[src/design/frs_pkg.sv]
package frs_pkg;

   // -----------------------------------------------------------------
   // Frequency types, all in 0.01 Hz or 0.1 Hz steps per decimal select
   // -----------------------------------------------------------------
   typedef logic [15:0]        frs_freq_t;
   typedef logic signed [19:0] frs_sfreq_t;

   // -----------------------------------------------------------------
   // Control word layout, most significant field first
   // -----------------------------------------------------------------
   typedef struct packed {
      logic       ramp_ref;      // ramp_reference_select
      logic [1:0] below_act;     // below_min_action
      logic [2:0] ul_src;        // upper_limit_source
      logic [1:0] dec_sel;       // freq_decimal_select
      logic [1:0] time_unit;     // ramp_time_unit
      logic       derate_en;     // carrier_thermal_derate
      logic       dir_inv;       // direction_invert
      logic       range_ref;     // aux_range_ref_select
      logic [1:0] tens;          // channel_combine_select, tens digit
      logic [3:0] ones;          // channel_combine_select, ones digit
   } frs_ctrl_t;

   localparam int CTRL_W = $bits(frs_ctrl_t);

   typedef enum logic [1:0] {BELOW_STOP, BELOW_RUN_LOWER, BELOW_ZERO} frs_below_t;

   // -----------------------------------------------------------------
   // Register byte addresses
   // -----------------------------------------------------------------
   localparam logic [7:0] ADDR_CTRL      = 8'h00;
   localparam logic [7:0] ADDR_AUX_GAIN  = 8'h04;
   localparam logic [7:0] ADDR_PRESET    = 8'h08;
   localparam logic [7:0] ADDR_MAX_FREQ  = 8'h0C;
   localparam logic [7:0] ADDR_UL_VALUE  = 8'h10;
   localparam logic [7:0] ADDR_UL_BIAS   = 8'h14;
   localparam logic [7:0] ADDR_LOWER     = 8'h18;
   localparam logic [7:0] ADDR_CARRIER   = 8'h1C;
   localparam logic [7:0] ADDR_ACCEL     = 8'h20;
   localparam logic [7:0] ADDR_DECEL     = 8'h24;
   localparam logic [7:0] ADDR_CMB_BIAS  = 8'h28;
   localparam logic [7:0] ADDR_STATUS    = 8'h2C;
   localparam logic [7:0] ADDR_CARR_ACT  = 8'h30;

   // -----------------------------------------------------------------
   // Reset values and limits
   // -----------------------------------------------------------------
   localparam frs_ctrl_t CTRL_RST = '{ramp_ref: 1'b0, below_act: 2'h0, ul_src: 3'h0,
                                     dec_sel: 2'h2, time_unit: 2'h1, derate_en: 1'b1,
                                     dir_inv: 1'b0, range_ref: 1'b1, tens: 2'h0,
                                     ones: 4'h0};
   localparam logic [7:0]  GAIN_RST     = 8'h64;      // 100 %
   localparam logic [7:0]  GAIN_MAX     = 8'h96;      // 150 %
   localparam frs_freq_t   PRESET_RST   = 16'h1388;   // 50.00 Hz
   localparam frs_freq_t   MAX_RST      = 16'h1388;   // 50.00 Hz
   localparam frs_freq_t   UL_RST       = 16'h1388;   // 50.00 Hz
   localparam frs_freq_t   CAP_DEC1     = 16'h7D00;   // 3200.0 Hz
   localparam frs_freq_t   CAP_DEC2     = 16'hC350;   // 500.00 Hz
   localparam logic [7:0]  CARRIER_MIN  = 8'h05;      // 0.5 kHz
   localparam logic [7:0]  CARRIER_MAX  = 8'hA0;      // 16.0 kHz
   localparam logic [10:0] PCT_FULL     = 11'h3E8;    // 100.0 % in 0.1 %
   localparam logic [2:0]  UL_SRC_MAX   = 3'h5;

   // -----------------------------------------------------------------
   // Timing of carrier derating steps
   // -----------------------------------------------------------------
   localparam int CLK_KHZ          = 100000;
   localparam int DERATE_STEP_MS   = 100;
   localparam int RECOVER_STEP_MS  = 500;
   localparam int DERATE_STEP_CYC  = DERATE_STEP_MS * CLK_KHZ;
   localparam int RECOVER_STEP_CYC = RECOVER_STEP_MS * CLK_KHZ;

endpackage

[src/design/frs_selector.sv]
// Overview of operation
// - Analog or pulse 100% auxiliary input maps to the full auxiliary range.
// - Range reference picks maximum frequency or main channel; reset value one.
// - Auxiliary range scaled by gain 0 to 150 percent, reset 100.
// - Range reference and gain apply only in combine modes 1, 3, 4.
// - Ones digit 0 selects main channel X alone.
// - Ones digit 1 selects arithmetic result; tens digit picks the operation.
// - Ones digit 2: X when switch input inactive, Y when active.
// - Ones digit 3: X when switch inactive, arithmetic result when active.
// - Ones digit 4: Y when switch inactive, arithmetic result when active.
// - Tens digit 0 makes the arithmetic result X plus Y.
// - Tens digit 1 makes the arithmetic result X minus Y.
// - Tens 2 takes larger absolute value, tens 3 the smaller.
// - A bias frequency is added whenever the arithmetic result is used.
// - Digital preset, default 50.00 Hz, gives the initial set frequency.
// - One-bit direction setting reverses motor rotation.
// - Analog 100.0 percent scales to maximum frequency, default 50.00 Hz.
// - Decimal select 1 caps at 3200.0 Hz, 2 caps at 500.00 Hz.
// - Upper limit from digital value or analog; analog 100% equals digital value.
// - Below lower limit: stop, run at lower limit, or zero speed.
// - Carrier 0.5 to 16.0 kHz, derated when hot, recovered gradually.
// - Accel and decel times 0 to 65000 between zero and ramp reference; the registers keep any written value up to 65535.
// - Ramp time unit 0 to 2 selects 1 s, 0.1 s or 0.01 s.
//
// Implementation choices: the placing of the registers and the APB interface to the registers.
`timescale 1ns/10ps
`default_nettype none

module frs_selector
   import frs_pkg::*;
#(
   parameter int DERATE_CYC  = DERATE_STEP_CYC,
   parameter int RECOVER_CYC = RECOVER_STEP_CYC,
   parameter logic [7:0]  CARRIER_RST = 8'h3C,   // Model dependent, 6.0 kHz
   parameter logic [15:0] ACCEL_RST   = 16'h00C8,
   parameter logic [15:0] DECEL_RST   = 16'h00C8
) (
   // Clock, reset, enable
   input  wire logic              CLOCK_IN,
   input  wire logic              SYS_RST_IN,
   input  wire logic              CLK_EN_IN,
   // APB slave
   input  wire logic              PSEL_IN,
   input  wire logic              PENABLE_IN,
   input  wire logic              PWRITE_IN,
   input  wire logic [7:0]        PADDR_IN,
   input  wire logic [31:0]       PWDATA_IN,
   output logic [31:0]            PRDATA_OUT,
   output logic                   PREADY_OUT,
   output logic                   PSLVERR_OUT,
   // Channel inputs
   input  wire logic signed [17:0] MAIN_FREQ_IN,
   input  wire logic              AUX_IS_PCT_IN,
   input  wire logic [10:0]       AUX_PCT_IN,
   input  wire logic signed [17:0] AUX_FREQ_IN,
   input  wire logic              FREQ_SWITCH_IN,
   input  wire logic [10:0]       ANALOG_IN_FIRST_IN,
   input  wire logic [10:0]       ANALOG_IN_SECOND_IN,
   input  wire logic [10:0]       UL_EXT_PCT_IN,
   input  wire logic              HEATSINK_HOT_IN,
   // Results toward ramp and modulation
   output logic [15:0]            TARGET_FREQ_OUT,
   output logic                   DIR_REVERSE_OUT,
   output logic                   RUN_ALLOW_OUT,
   output logic                   BELOW_MIN_OUT,
   output logic [15:0]            PRESET_FREQ_OUT,
   output logic [7:0]             CARRIER_OUT,
   output logic [15:0]            ACCEL_TIME_OUT,
   output logic [15:0]            DECEL_TIME_OUT,
   output logic [1:0]             RAMP_UNIT_OUT,
   output logic [15:0]            RAMP_REF_FREQ_OUT
);

   // ----------------------------------------------------------------
   // Register file
   // ----------------------------------------------------------------
   frs_ctrl_t   ctrl_ff;
   logic [7:0]  gain_ff;
   frs_freq_t   preset_ff, max_ff, ul_val_ff, ul_bias_ff, lower_ff, cmb_bias_ff;
   logic [7:0]  carr_set_ff;
   logic [15:0] accel_ff, decel_ff;
   logic        apb_req, apb_fire;
   frs_ctrl_t   wr_ctrl;

   assign apb_req  = PSEL_IN & PENABLE_IN;
   assign apb_fire = apb_req & PREADY_OUT;
   assign wr_ctrl  = PWDATA_IN[CTRL_W-1:0];

   // Writes land at the edge where pready is sampled high
   always_ff @(posedge CLOCK_IN) begin
      if (SYS_RST_IN) begin
         ctrl_ff     <= CTRL_RST;
         gain_ff     <= GAIN_RST;
         preset_ff   <= PRESET_RST;
         max_ff      <= MAX_RST;
         ul_val_ff   <= UL_RST;
         ul_bias_ff  <= '0;
         lower_ff    <= '0;
         carr_set_ff <= CARRIER_RST;
         accel_ff    <= ACCEL_RST;
         decel_ff    <= DECEL_RST;
         cmb_bias_ff <= '0;
      end else if (CLK_EN_IN && apb_fire && PWRITE_IN) begin
         case (PADDR_IN)
            ADDR_CTRL: begin
               ctrl_ff <= wr_ctrl;
               // Out-of-range limit source falls back to digital
               if (wr_ctrl.ul_src > UL_SRC_MAX) begin
                  ctrl_ff.ul_src <= '0;
               end
            end
            // Gain saturates rather than wraps
            ADDR_AUX_GAIN: gain_ff <= (PWDATA_IN[7:0] > GAIN_MAX) ? GAIN_MAX : PWDATA_IN[7:0];
            ADDR_PRESET:   preset_ff   <= PWDATA_IN[15:0];
            ADDR_MAX_FREQ: max_ff      <= PWDATA_IN[15:0];
            ADDR_UL_VALUE: ul_val_ff   <= PWDATA_IN[15:0];
            ADDR_UL_BIAS:  ul_bias_ff  <= PWDATA_IN[15:0];
            ADDR_LOWER:    lower_ff    <= PWDATA_IN[15:0];
            ADDR_CARRIER: begin
               if (PWDATA_IN[7:0] < CARRIER_MIN) begin
                  carr_set_ff <= CARRIER_MIN;
               end else if (PWDATA_IN[7:0] > CARRIER_MAX) begin
                  carr_set_ff <= CARRIER_MAX;
               end else begin
                  carr_set_ff <= PWDATA_IN[7:0];
               end
            end
            ADDR_ACCEL:    accel_ff    <= PWDATA_IN[15:0];
            ADDR_DECEL:    decel_ff    <= PWDATA_IN[15:0];
            ADDR_CMB_BIAS: cmb_bias_ff <= PWDATA_IN[15:0];
            default: ;
         endcase
      end
   end

   // ----------------------------------------------------------------
   // APB answer: one wait state, so every access takes three cycles
   // ----------------------------------------------------------------
   logic        hit;
   logic [31:0] rd_mux;

   always_comb begin
      hit    = 1'b1;
      rd_mux = 32'h0;
      case (PADDR_IN)
         ADDR_CTRL:     rd_mux = {{(32-CTRL_W){1'b0}}, ctrl_ff};
         ADDR_AUX_GAIN: rd_mux = {24'h0, gain_ff};
         ADDR_PRESET:   rd_mux = {16'h0, preset_ff};
         ADDR_MAX_FREQ: rd_mux = {16'h0, max_ff};
         ADDR_UL_VALUE: rd_mux = {16'h0, ul_val_ff};
         ADDR_UL_BIAS:  rd_mux = {16'h0, ul_bias_ff};
         ADDR_LOWER:    rd_mux = {16'h0, lower_ff};
         ADDR_CARRIER:  rd_mux = {24'h0, carr_set_ff};
         ADDR_ACCEL:    rd_mux = {16'h0, accel_ff};
         ADDR_DECEL:    rd_mux = {16'h0, decel_ff};
         ADDR_CMB_BIAS: rd_mux = {16'h0, cmb_bias_ff};
         ADDR_STATUS:   rd_mux = {13'h0, BELOW_MIN_OUT, RUN_ALLOW_OUT, DIR_REVERSE_OUT,
                                  TARGET_FREQ_OUT};
         ADDR_CARR_ACT: rd_mux = {24'h0, CARRIER_OUT};
         default:       hit    = 1'b0;
      endcase
   end

   // Pready pulses for one cycle in the second access cycle
   always_ff @(posedge CLOCK_IN) begin
      if (SYS_RST_IN) begin
         PREADY_OUT  <= 1'b0;
         PSLVERR_OUT <= 1'b0;
         PRDATA_OUT  <= 32'h0;
      end else if (CLK_EN_IN) begin
         PREADY_OUT  <= apb_req & ~PREADY_OUT;
         PSLVERR_OUT <= apb_req & ~PREADY_OUT & ~hit;
         PRDATA_OUT  <= (apb_req & ~PREADY_OUT & ~PWRITE_IN) ? rd_mux : 32'h0;
      end
   end

   // ----------------------------------------------------------------
   // Limits: maximum capped by resolution, upper limit from source
   // ----------------------------------------------------------------
   frs_freq_t   cap, max_eff, ul_raw;
   logic [10:0] ul_pct;
   logic [26:0] ul_prod;
   logic [16:0] ul_sum;

   assign cap     = (ctrl_ff.dec_sel == 2'h1) ? CAP_DEC1 : CAP_DEC2;
   assign max_eff = (max_ff > cap) ? cap : max_ff;
   assign ul_prod = ul_pct * ul_val_ff;

   always_comb begin
      case (ctrl_ff.ul_src)
         3'h1:    ul_pct = ANALOG_IN_FIRST_IN;
         3'h2:    ul_pct = ANALOG_IN_SECOND_IN;
         3'h3, 3'h4, 3'h5: ul_pct = UL_EXT_PCT_IN;
         default: ul_pct = PCT_FULL;
      endcase
      // Analog full scale equals the digital limit value
      ul_raw = (ul_src_analog(ctrl_ff.ul_src)) ? 16'(ul_prod / 27'(PCT_FULL)) : ul_val_ff;
      ul_sum = {1'b0, ul_raw} + {1'b0, ul_bias_ff};
   end

   function automatic logic ul_src_analog(input logic [2:0] s);
      ul_src_analog = (s != 3'h0);
   endfunction

   // ----------------------------------------------------------------
   // Stage 1: auxiliary channel scaling and upper limit
   // ----------------------------------------------------------------
   logic              arith_mode;
   frs_freq_t         x_abs, range_f;
   logic [34:0]       aux_prod_arith;
   logic [26:0]       aux_prod_max;
   frs_sfreq_t        x_ff, y_ff, y_nxt;
   frs_freq_t         upper_ff, max_eff_ff;

   function automatic frs_freq_t abs_f(input frs_sfreq_t v);
      abs_f = (v < 0) ? 16'(-v) : 16'(v);
   endfunction

   assign arith_mode = (ctrl_ff.ones == 4'h1) || (ctrl_ff.ones == 4'h3) ||
                       (ctrl_ff.ones == 4'h4);
   assign x_abs      = abs_f(20'(MAIN_FREQ_IN));
   // Range tracks main channel when referenced to it
   assign range_f    = ctrl_ff.range_ref ? x_abs : max_eff;
   assign aux_prod_arith = AUX_PCT_IN * range_f * gain_ff;
   assign aux_prod_max   = AUX_PCT_IN * max_eff;

   always_comb begin
      if (!AUX_IS_PCT_IN) begin
         y_nxt = 20'(AUX_FREQ_IN);
      end else if (arith_mode) begin
         // 100 % input times gain percent gives the full range
         y_nxt = 20'(aux_prod_arith / 35'd100000);
      end else begin
         y_nxt = 20'(aux_prod_max / 27'(PCT_FULL));
      end
   end

   always_ff @(posedge CLOCK_IN) begin
      if (SYS_RST_IN) begin
         x_ff       <= '0;
         y_ff       <= '0;
         upper_ff   <= '0;
         max_eff_ff <= MAX_RST;
      end else if (CLK_EN_IN) begin
         x_ff       <= 20'(MAIN_FREQ_IN);
         y_ff       <= y_nxt;
         max_eff_ff <= max_eff;
         upper_ff   <= (ul_sum > {1'b0, max_eff}) ? max_eff : ul_sum[15:0];
      end
   end

   // ----------------------------------------------------------------
   // Stage 2: arithmetic result and channel selection
   // ----------------------------------------------------------------
   frs_sfreq_t arith, sel_ff, sel_nxt;
   frs_freq_t  upper2_ff;

   always_comb begin
      case (ctrl_ff.tens)
         2'h0:    arith = x_ff + y_ff;
         2'h1:    arith = x_ff - y_ff;
         2'h2:    arith = (abs_f(x_ff) >= abs_f(y_ff)) ? x_ff : y_ff;
         default: arith = (abs_f(x_ff) <= abs_f(y_ff)) ? x_ff : y_ff;
      endcase
      arith = arith + $signed({4'h0, cmb_bias_ff});
      case (ctrl_ff.ones)
         4'h1:    sel_nxt = arith;
         4'h2:    sel_nxt = FREQ_SWITCH_IN ? y_ff : x_ff;
         4'h3:    sel_nxt = FREQ_SWITCH_IN ? arith : x_ff;
         4'h4:    sel_nxt = FREQ_SWITCH_IN ? arith : y_ff;
         default: sel_nxt = x_ff;
      endcase
   end

   always_ff @(posedge CLOCK_IN) begin
      if (SYS_RST_IN) begin
         sel_ff    <= '0;
         upper2_ff <= '0;
      end else if (CLK_EN_IN) begin
         sel_ff    <= sel_nxt;
         upper2_ff <= upper_ff;
      end
   end

   // ----------------------------------------------------------------
   // Stage 3: clamp, lower limit handling, direction
   // ----------------------------------------------------------------
   frs_freq_t mag, clamped;
   logic      below;

   assign mag     = (abs_f(sel_ff) > 20'(upper2_ff)) ? upper2_ff : abs_f(sel_ff);
   assign clamped = mag;
   assign below   = (clamped < lower_ff);

   always_ff @(posedge CLOCK_IN) begin
      if (SYS_RST_IN) begin
         TARGET_FREQ_OUT <= '0;
         RUN_ALLOW_OUT   <= 1'b0;
         BELOW_MIN_OUT   <= 1'b0;
         DIR_REVERSE_OUT <= 1'b0;
      end else if (CLK_EN_IN) begin
         BELOW_MIN_OUT   <= below;
         // Sign of the setting, flipped by the direction bit
         DIR_REVERSE_OUT <= (sel_ff < 0) ^ ctrl_ff.dir_inv;
         if (!below) begin
            TARGET_FREQ_OUT <= clamped;
            RUN_ALLOW_OUT   <= 1'b1;
         end else begin
            case (frs_below_t'(ctrl_ff.below_act))
               BELOW_RUN_LOWER: begin
                  TARGET_FREQ_OUT <= lower_ff;
                  RUN_ALLOW_OUT   <= 1'b1;
               end
               BELOW_ZERO: begin
                  TARGET_FREQ_OUT <= '0;
                  RUN_ALLOW_OUT   <= 1'b1;
               end
               default: begin
                  TARGET_FREQ_OUT <= '0;
                  RUN_ALLOW_OUT   <= 1'b0;
               end
            endcase
         end
      end
   end

   // ----------------------------------------------------------------
   // Ramp settings toward the ramp generator
   // ----------------------------------------------------------------
   always_ff @(posedge CLOCK_IN) begin
      if (SYS_RST_IN) begin
         PRESET_FREQ_OUT   <= PRESET_RST;
         ACCEL_TIME_OUT    <= ACCEL_RST;
         DECEL_TIME_OUT    <= DECEL_RST;
         RAMP_UNIT_OUT     <= CTRL_RST.time_unit;
         RAMP_REF_FREQ_OUT <= MAX_RST;
      end else if (CLK_EN_IN) begin
         PRESET_FREQ_OUT   <= preset_ff;
         ACCEL_TIME_OUT    <= accel_ff;
         DECEL_TIME_OUT    <= decel_ff;
         // Code 3 is not a unit, so it reads as the reset unit
         RAMP_UNIT_OUT     <= (ctrl_ff.time_unit == 2'h3) ? CTRL_RST.time_unit
                                                         : ctrl_ff.time_unit;
         RAMP_REF_FREQ_OUT <= ctrl_ff.ramp_ref ? TARGET_FREQ_OUT : max_eff_ff;
      end
   end

   // ----------------------------------------------------------------
   // Carrier derating: one 0.1 kHz step per interval
   // ----------------------------------------------------------------
   logic [31:0] step_cnt_ff;
   logic        step_due;

   assign step_due = HEATSINK_HOT_IN ? (step_cnt_ff >= 32'(DERATE_CYC - 1))
                                     : (step_cnt_ff >= 32'(RECOVER_CYC - 1));

   // Slow recovery keeps the heatsink from cycling hot and cool
   always_ff @(posedge CLOCK_IN) begin
      if (SYS_RST_IN) begin
         CARRIER_OUT <= CARRIER_RST;
         step_cnt_ff <= '0;
      end else if (CLK_EN_IN) begin
         step_cnt_ff <= step_due ? 32'h0 : step_cnt_ff + 32'h1;
         if (!ctrl_ff.derate_en || CARRIER_OUT > carr_set_ff) begin
            CARRIER_OUT <= carr_set_ff;
            step_cnt_ff <= '0;
         end else if (step_due) begin
            if (HEATSINK_HOT_IN && CARRIER_OUT > CARRIER_MIN) begin
               CARRIER_OUT <= CARRIER_OUT - 8'h01;
            end else if (!HEATSINK_HOT_IN && CARRIER_OUT < carr_set_ff) begin
               CARRIER_OUT <= CARRIER_OUT + 8'h01;
            end
         end
      end
   end
endmodule

`default_nettype wire

[config.mk]
export PLATFORM = sky130hd
export DESIGN_NAME = frs_selector
export DESIGN_NICKNAME = d
export VERILOG_FILES = /design/src/design/frs_pkg.sv /design/src/design/frs_selector.sv
export SDC_FILE = /design/constraint.sdc
export NUM_CORES = 2
export LEC_CHECK = 0
export BUFFER_PORTS_ARGS = -buffer_cell sky130_fd_sc_hd__buf_2
export CORE_UTILIZATION = 29
export CTS_CLUSTER_SIZE = 30
export DETAILED_ROUTE_END_ITERATION = 8
export PLACE_DENSITY_LB_ADDON = 0.05
export SYNTH_ARGS = -nofsm -noshare
export SYNTH_HDL_FRONTEND = slang
export SYNTH_SLANG_ARGS = --single-unit
[constraint.sdc]
create_clock -name CLOCK_IN -period 34.9 [get_ports CLOCK_IN]
set_input_delay 1.745 -clock CLOCK_IN [delete_from_list [all_inputs] [get_ports CLOCK_IN]]
set_output_delay 1.745 -clock CLOCK_IN [all_outputs]
set_load 0.05 [all_outputs]
==> key figures <==
Synthesis
  – Post-synth top area share: between 15 and 20%
  – Unique cell type count in the Yosys netlist: roughly 140
  – Yosys warning count: 0
  – Synthesized cell area: about 66000 um2
  – EDFF count, synth: 0
  – Register bit count reported by yosys: just over 400
  – Synth Flop Type: dfxtp_1
  – Async S/R FF share, synth: 0%
  – Syn Area/Cell: 7.535 um2
  – Top cells by area, synth: fa_1 (16%), dfxtp_1 (12%), ha_1 (7.3%)
  – Post-synthesis sequential area ratio: 12.47%
  – Synth area leader: fa_1
  – Cells after Synth: between 8000 and 9000

Job
  – Max_cap viols: 0

Clocking
  – Bufs on Longest Clock Path: 3
  – CTS root buffer: clkbuf_16
  – Clk_lat worst skew: about 640 ps
  – Clk sink count: slightly above 400
  – CTS tree: yes
  – H-tree depth: 2
  – Total CTS buffers: 48
  – Worst-path clk slew: 60 ps

Setup path
  – Bufs and invs on worst path: 14
  – Crit path required time: roughly 35000 ps
  – Arr. time, crit path: ~33000 ps
  – Slowest library cell on the worst path: or4b_1
  – Type of origin of the critical path: flip-flop
  – Worst stage delay on the critical path: around 630 ps
  – CP endpoint kind: flip-flop
  – CP Max Fanout: 34
  – Crit-path leading delay family: compound AO/OA/AOI/OAI gates
  – Crit Path Class: flip-flop to flip-flop
  – Cell repeated most along the worst path: a21oi_1
  – Reg-to-reg slack, setup: approximately 2300 ps

STA
  – Min cycle time layout: 32590 ps
  – Final period util: 93.38%
  – Clock skew: ~38 ps
  – Relative slew slack: between 10% and 20%
  – Final setup viols: 0
  – FMAX: 30.69 MHz
  – Worst-Margin Slew: ~1300 ps
  – Final hold violations: 0
  – Final Max Tran Viols: 0
  – RSZ-0062 raised after global routing: no
  – Fin Setup TNS: 0 ps

Detailed routing
  – Post-DRT Antenna Nets: 0
  – DRT Wirelength: between 200000 and 300000 um
  – Vias: 63704
  – Via density per instance: between 5 and 6
  – Drc violations: 0
  – Iteration-0 DRC Markers: around 4400
  – Routed len/inst: around 21 um
  – Drt pass-1 iters: 6

Global routing
  – Vias in the first global route: around 61000
  – Largest net degree at the start of global routing: 168
  – First-pass GRT wire length: 385700 um
  – Initial antenna violation count: 16
  – GRT Total Usage: between 20% and 30%
  – Gr ovfl total: 0

Finish
  – Post-layout net count: about 10000
  – Footprint of the multi-input gates: around 54000 um2
  – # fillers: about 24000
  – Most frequent cells in the layout: nand2_1 (1211), inv_1 (733), nor2_1 (711), a21oi_1 (645), fa_1 (529)
  – Syn-to-layout area delta: 10.20%
  – Post-layout util: between 30% and 40%
  – Layout cells sized above 1: a little under a tenth
  – Finished Cell Area: between 70000 and 80000 um2
  – Reg area: 8253 um2
  – Most common cell after layout, fill and taps aside: nand2_1

Placed design
  – Post-DP HPWL: around 200000 um
  – GPL Wtd Cong: approximately 0.86
  – Port Buffers: between 200 and 250
  – Placed cell areas: between 70000 and 80000 um2

Outcome
  – Status: finished clean

Die
  – Initial core utilization: approximately 29%
  – Die span in y: roughly 480 um
  – IO Pins: ~260
  – Row cnt: about 170
  – Die X: between 400 and 500 um
  – Core ar.: around 230000 um2
  – Die area: between 200000 and 250000 um2

Worst hold path
  – Type of the most critical hold path: flip-flop to flip-flop
[worst paths after layout]
kind / start / endpoint / depth (start not counted)
max reg2reg: ctrl_ff[11] / y_ff[0] / 125
max: ctrl_ff[11] / y_ff[0] / 125
min: step_cnt_ff[31] / step_cnt_ff[31] / 1
min reg2reg: step_cnt_ff[31] / step_cnt_ff[31] / 1
[through the flow]
step,std cells,worst slack (ps),hold slack [ps]
after floorplan,8792,6195,430.2
after detailed placement,11769,1027,448.0
after CTS,11858,1611,466.4
after global routing,11860,34.60,471.6
after global placement,11769,1118,444.5
final,11860,2311,461.6
[synth_stat cells, types with 31 or more instances]
library cell / n
a211o_1: 38
o21bai_1: 64
o21a_1: 51
or3_1: 68
clkbuf_1: 385
o31ai_1: 50
buf_2: 35
nor2_1: 718
mux2i_1: 255
o21ai_1: 48
and3_1: 89
nand3b_1: 31
o22ai_1: 41
a21o_1: 97
o21ai_0: 326
nand2b_1: 81
nand3_1: 148
a31oi_1: 90
and2_1: 398
a21oi_1: 650
inv_1: 733
xor2_1: 114
xnor2_1: 287
nand2_1: 1211
o211ai_1: 98
dfxtp_1: 412
a221oi_1: 53
fa_1: 529
ha_1: 388
mux2_2: 38
a211oi_1: 121
a22oi_1: 76
nor2b_1: 86
nor3_1: 152
or2_2: 32
nand4_1: 54
nor4_1: 54
[final cells by class]
cell class,count,share of cell area (%)
Antenna cell,1,0.003432
Clock buffer,68,1.929
Clock inverter,21,0.3415
Inverter,737,3.794
Multi-Input combinational cell,7167,73.46
Sequential cell,412,11.32
Tap cell,2992,5.135
Timing Repair Buffer,462,4.016
[registers in the layout, indices dropped and copies added (netlist names), 16 cells and up]
| register | count |
|---|---|
| sel_ff | 17 |
| step_cnt_ff | 32 |
| accel_ff | 16 |
| cmb_bias_ff | 16 |
| ul_bias_ff | 16 |
| y_ff | 20 |
| max_eff_ff | 16 |
| preset_ff | 16 |
| ACCEL_TIME_OUT | 16 |
| upper2_ff | 16 |
| PRDATA_OUT | 19 |
| lower_ff | 16 |
| TARGET_FREQ_OUT | 16 |
| upper_ff | 16 |
| ctrl_ff | 19 |
| x_ff | 18 |
| decel_ff | 16 |
| PRESET_FREQ_OUT | 16 |
| RAMP_REF_FREQ_OUT | 16 |
| ul_val_ff | 16 |
| max_ff | 16 |
| DECEL_TIME_OUT | 16 |
[repair_timing]
item | CTS | global route
resized for setup | 0 | 38
hold buffers | 0 | 0
buffers inserted | 0 | 1
endpoints found under the setup margin | 0 | 18
[metal layers]
layer  GRT usage (%)  routed length, um  vias up
met4           2.709               3097        8
met1           33.02             130800    31539
met5               0                 57        -
li1                -                  -    30620
met3           1.679              10580      153
met2           32.60             109500     1384
[kinds of logic after synthesis]
family | share of synthesized area (%)
flops | 12.47
other cells | 0.005668
mux | 4.734
compound gates | 23.07
buf+inv | 7.107
simple gates | 23.45
xor+xnor | 5.505
fa+ha+maj | 23.66
[worst register-to-register path, delay by kind of cell (launching register included)]
family                     cells  cell delay (ps)
muxes                          3              920
and+or+nand+nor               31             7960
buffers and inverters         14             2060
DFF                            1              360
xor gates and xnor gates       3              920
adders and majority gates     13             5840
AOI/OAI and AO/OA             61            14390
Power is left out: the tool's default activity adds up to more than one toggle a clock period on the data nets, which glitch-free logic cannot reach.
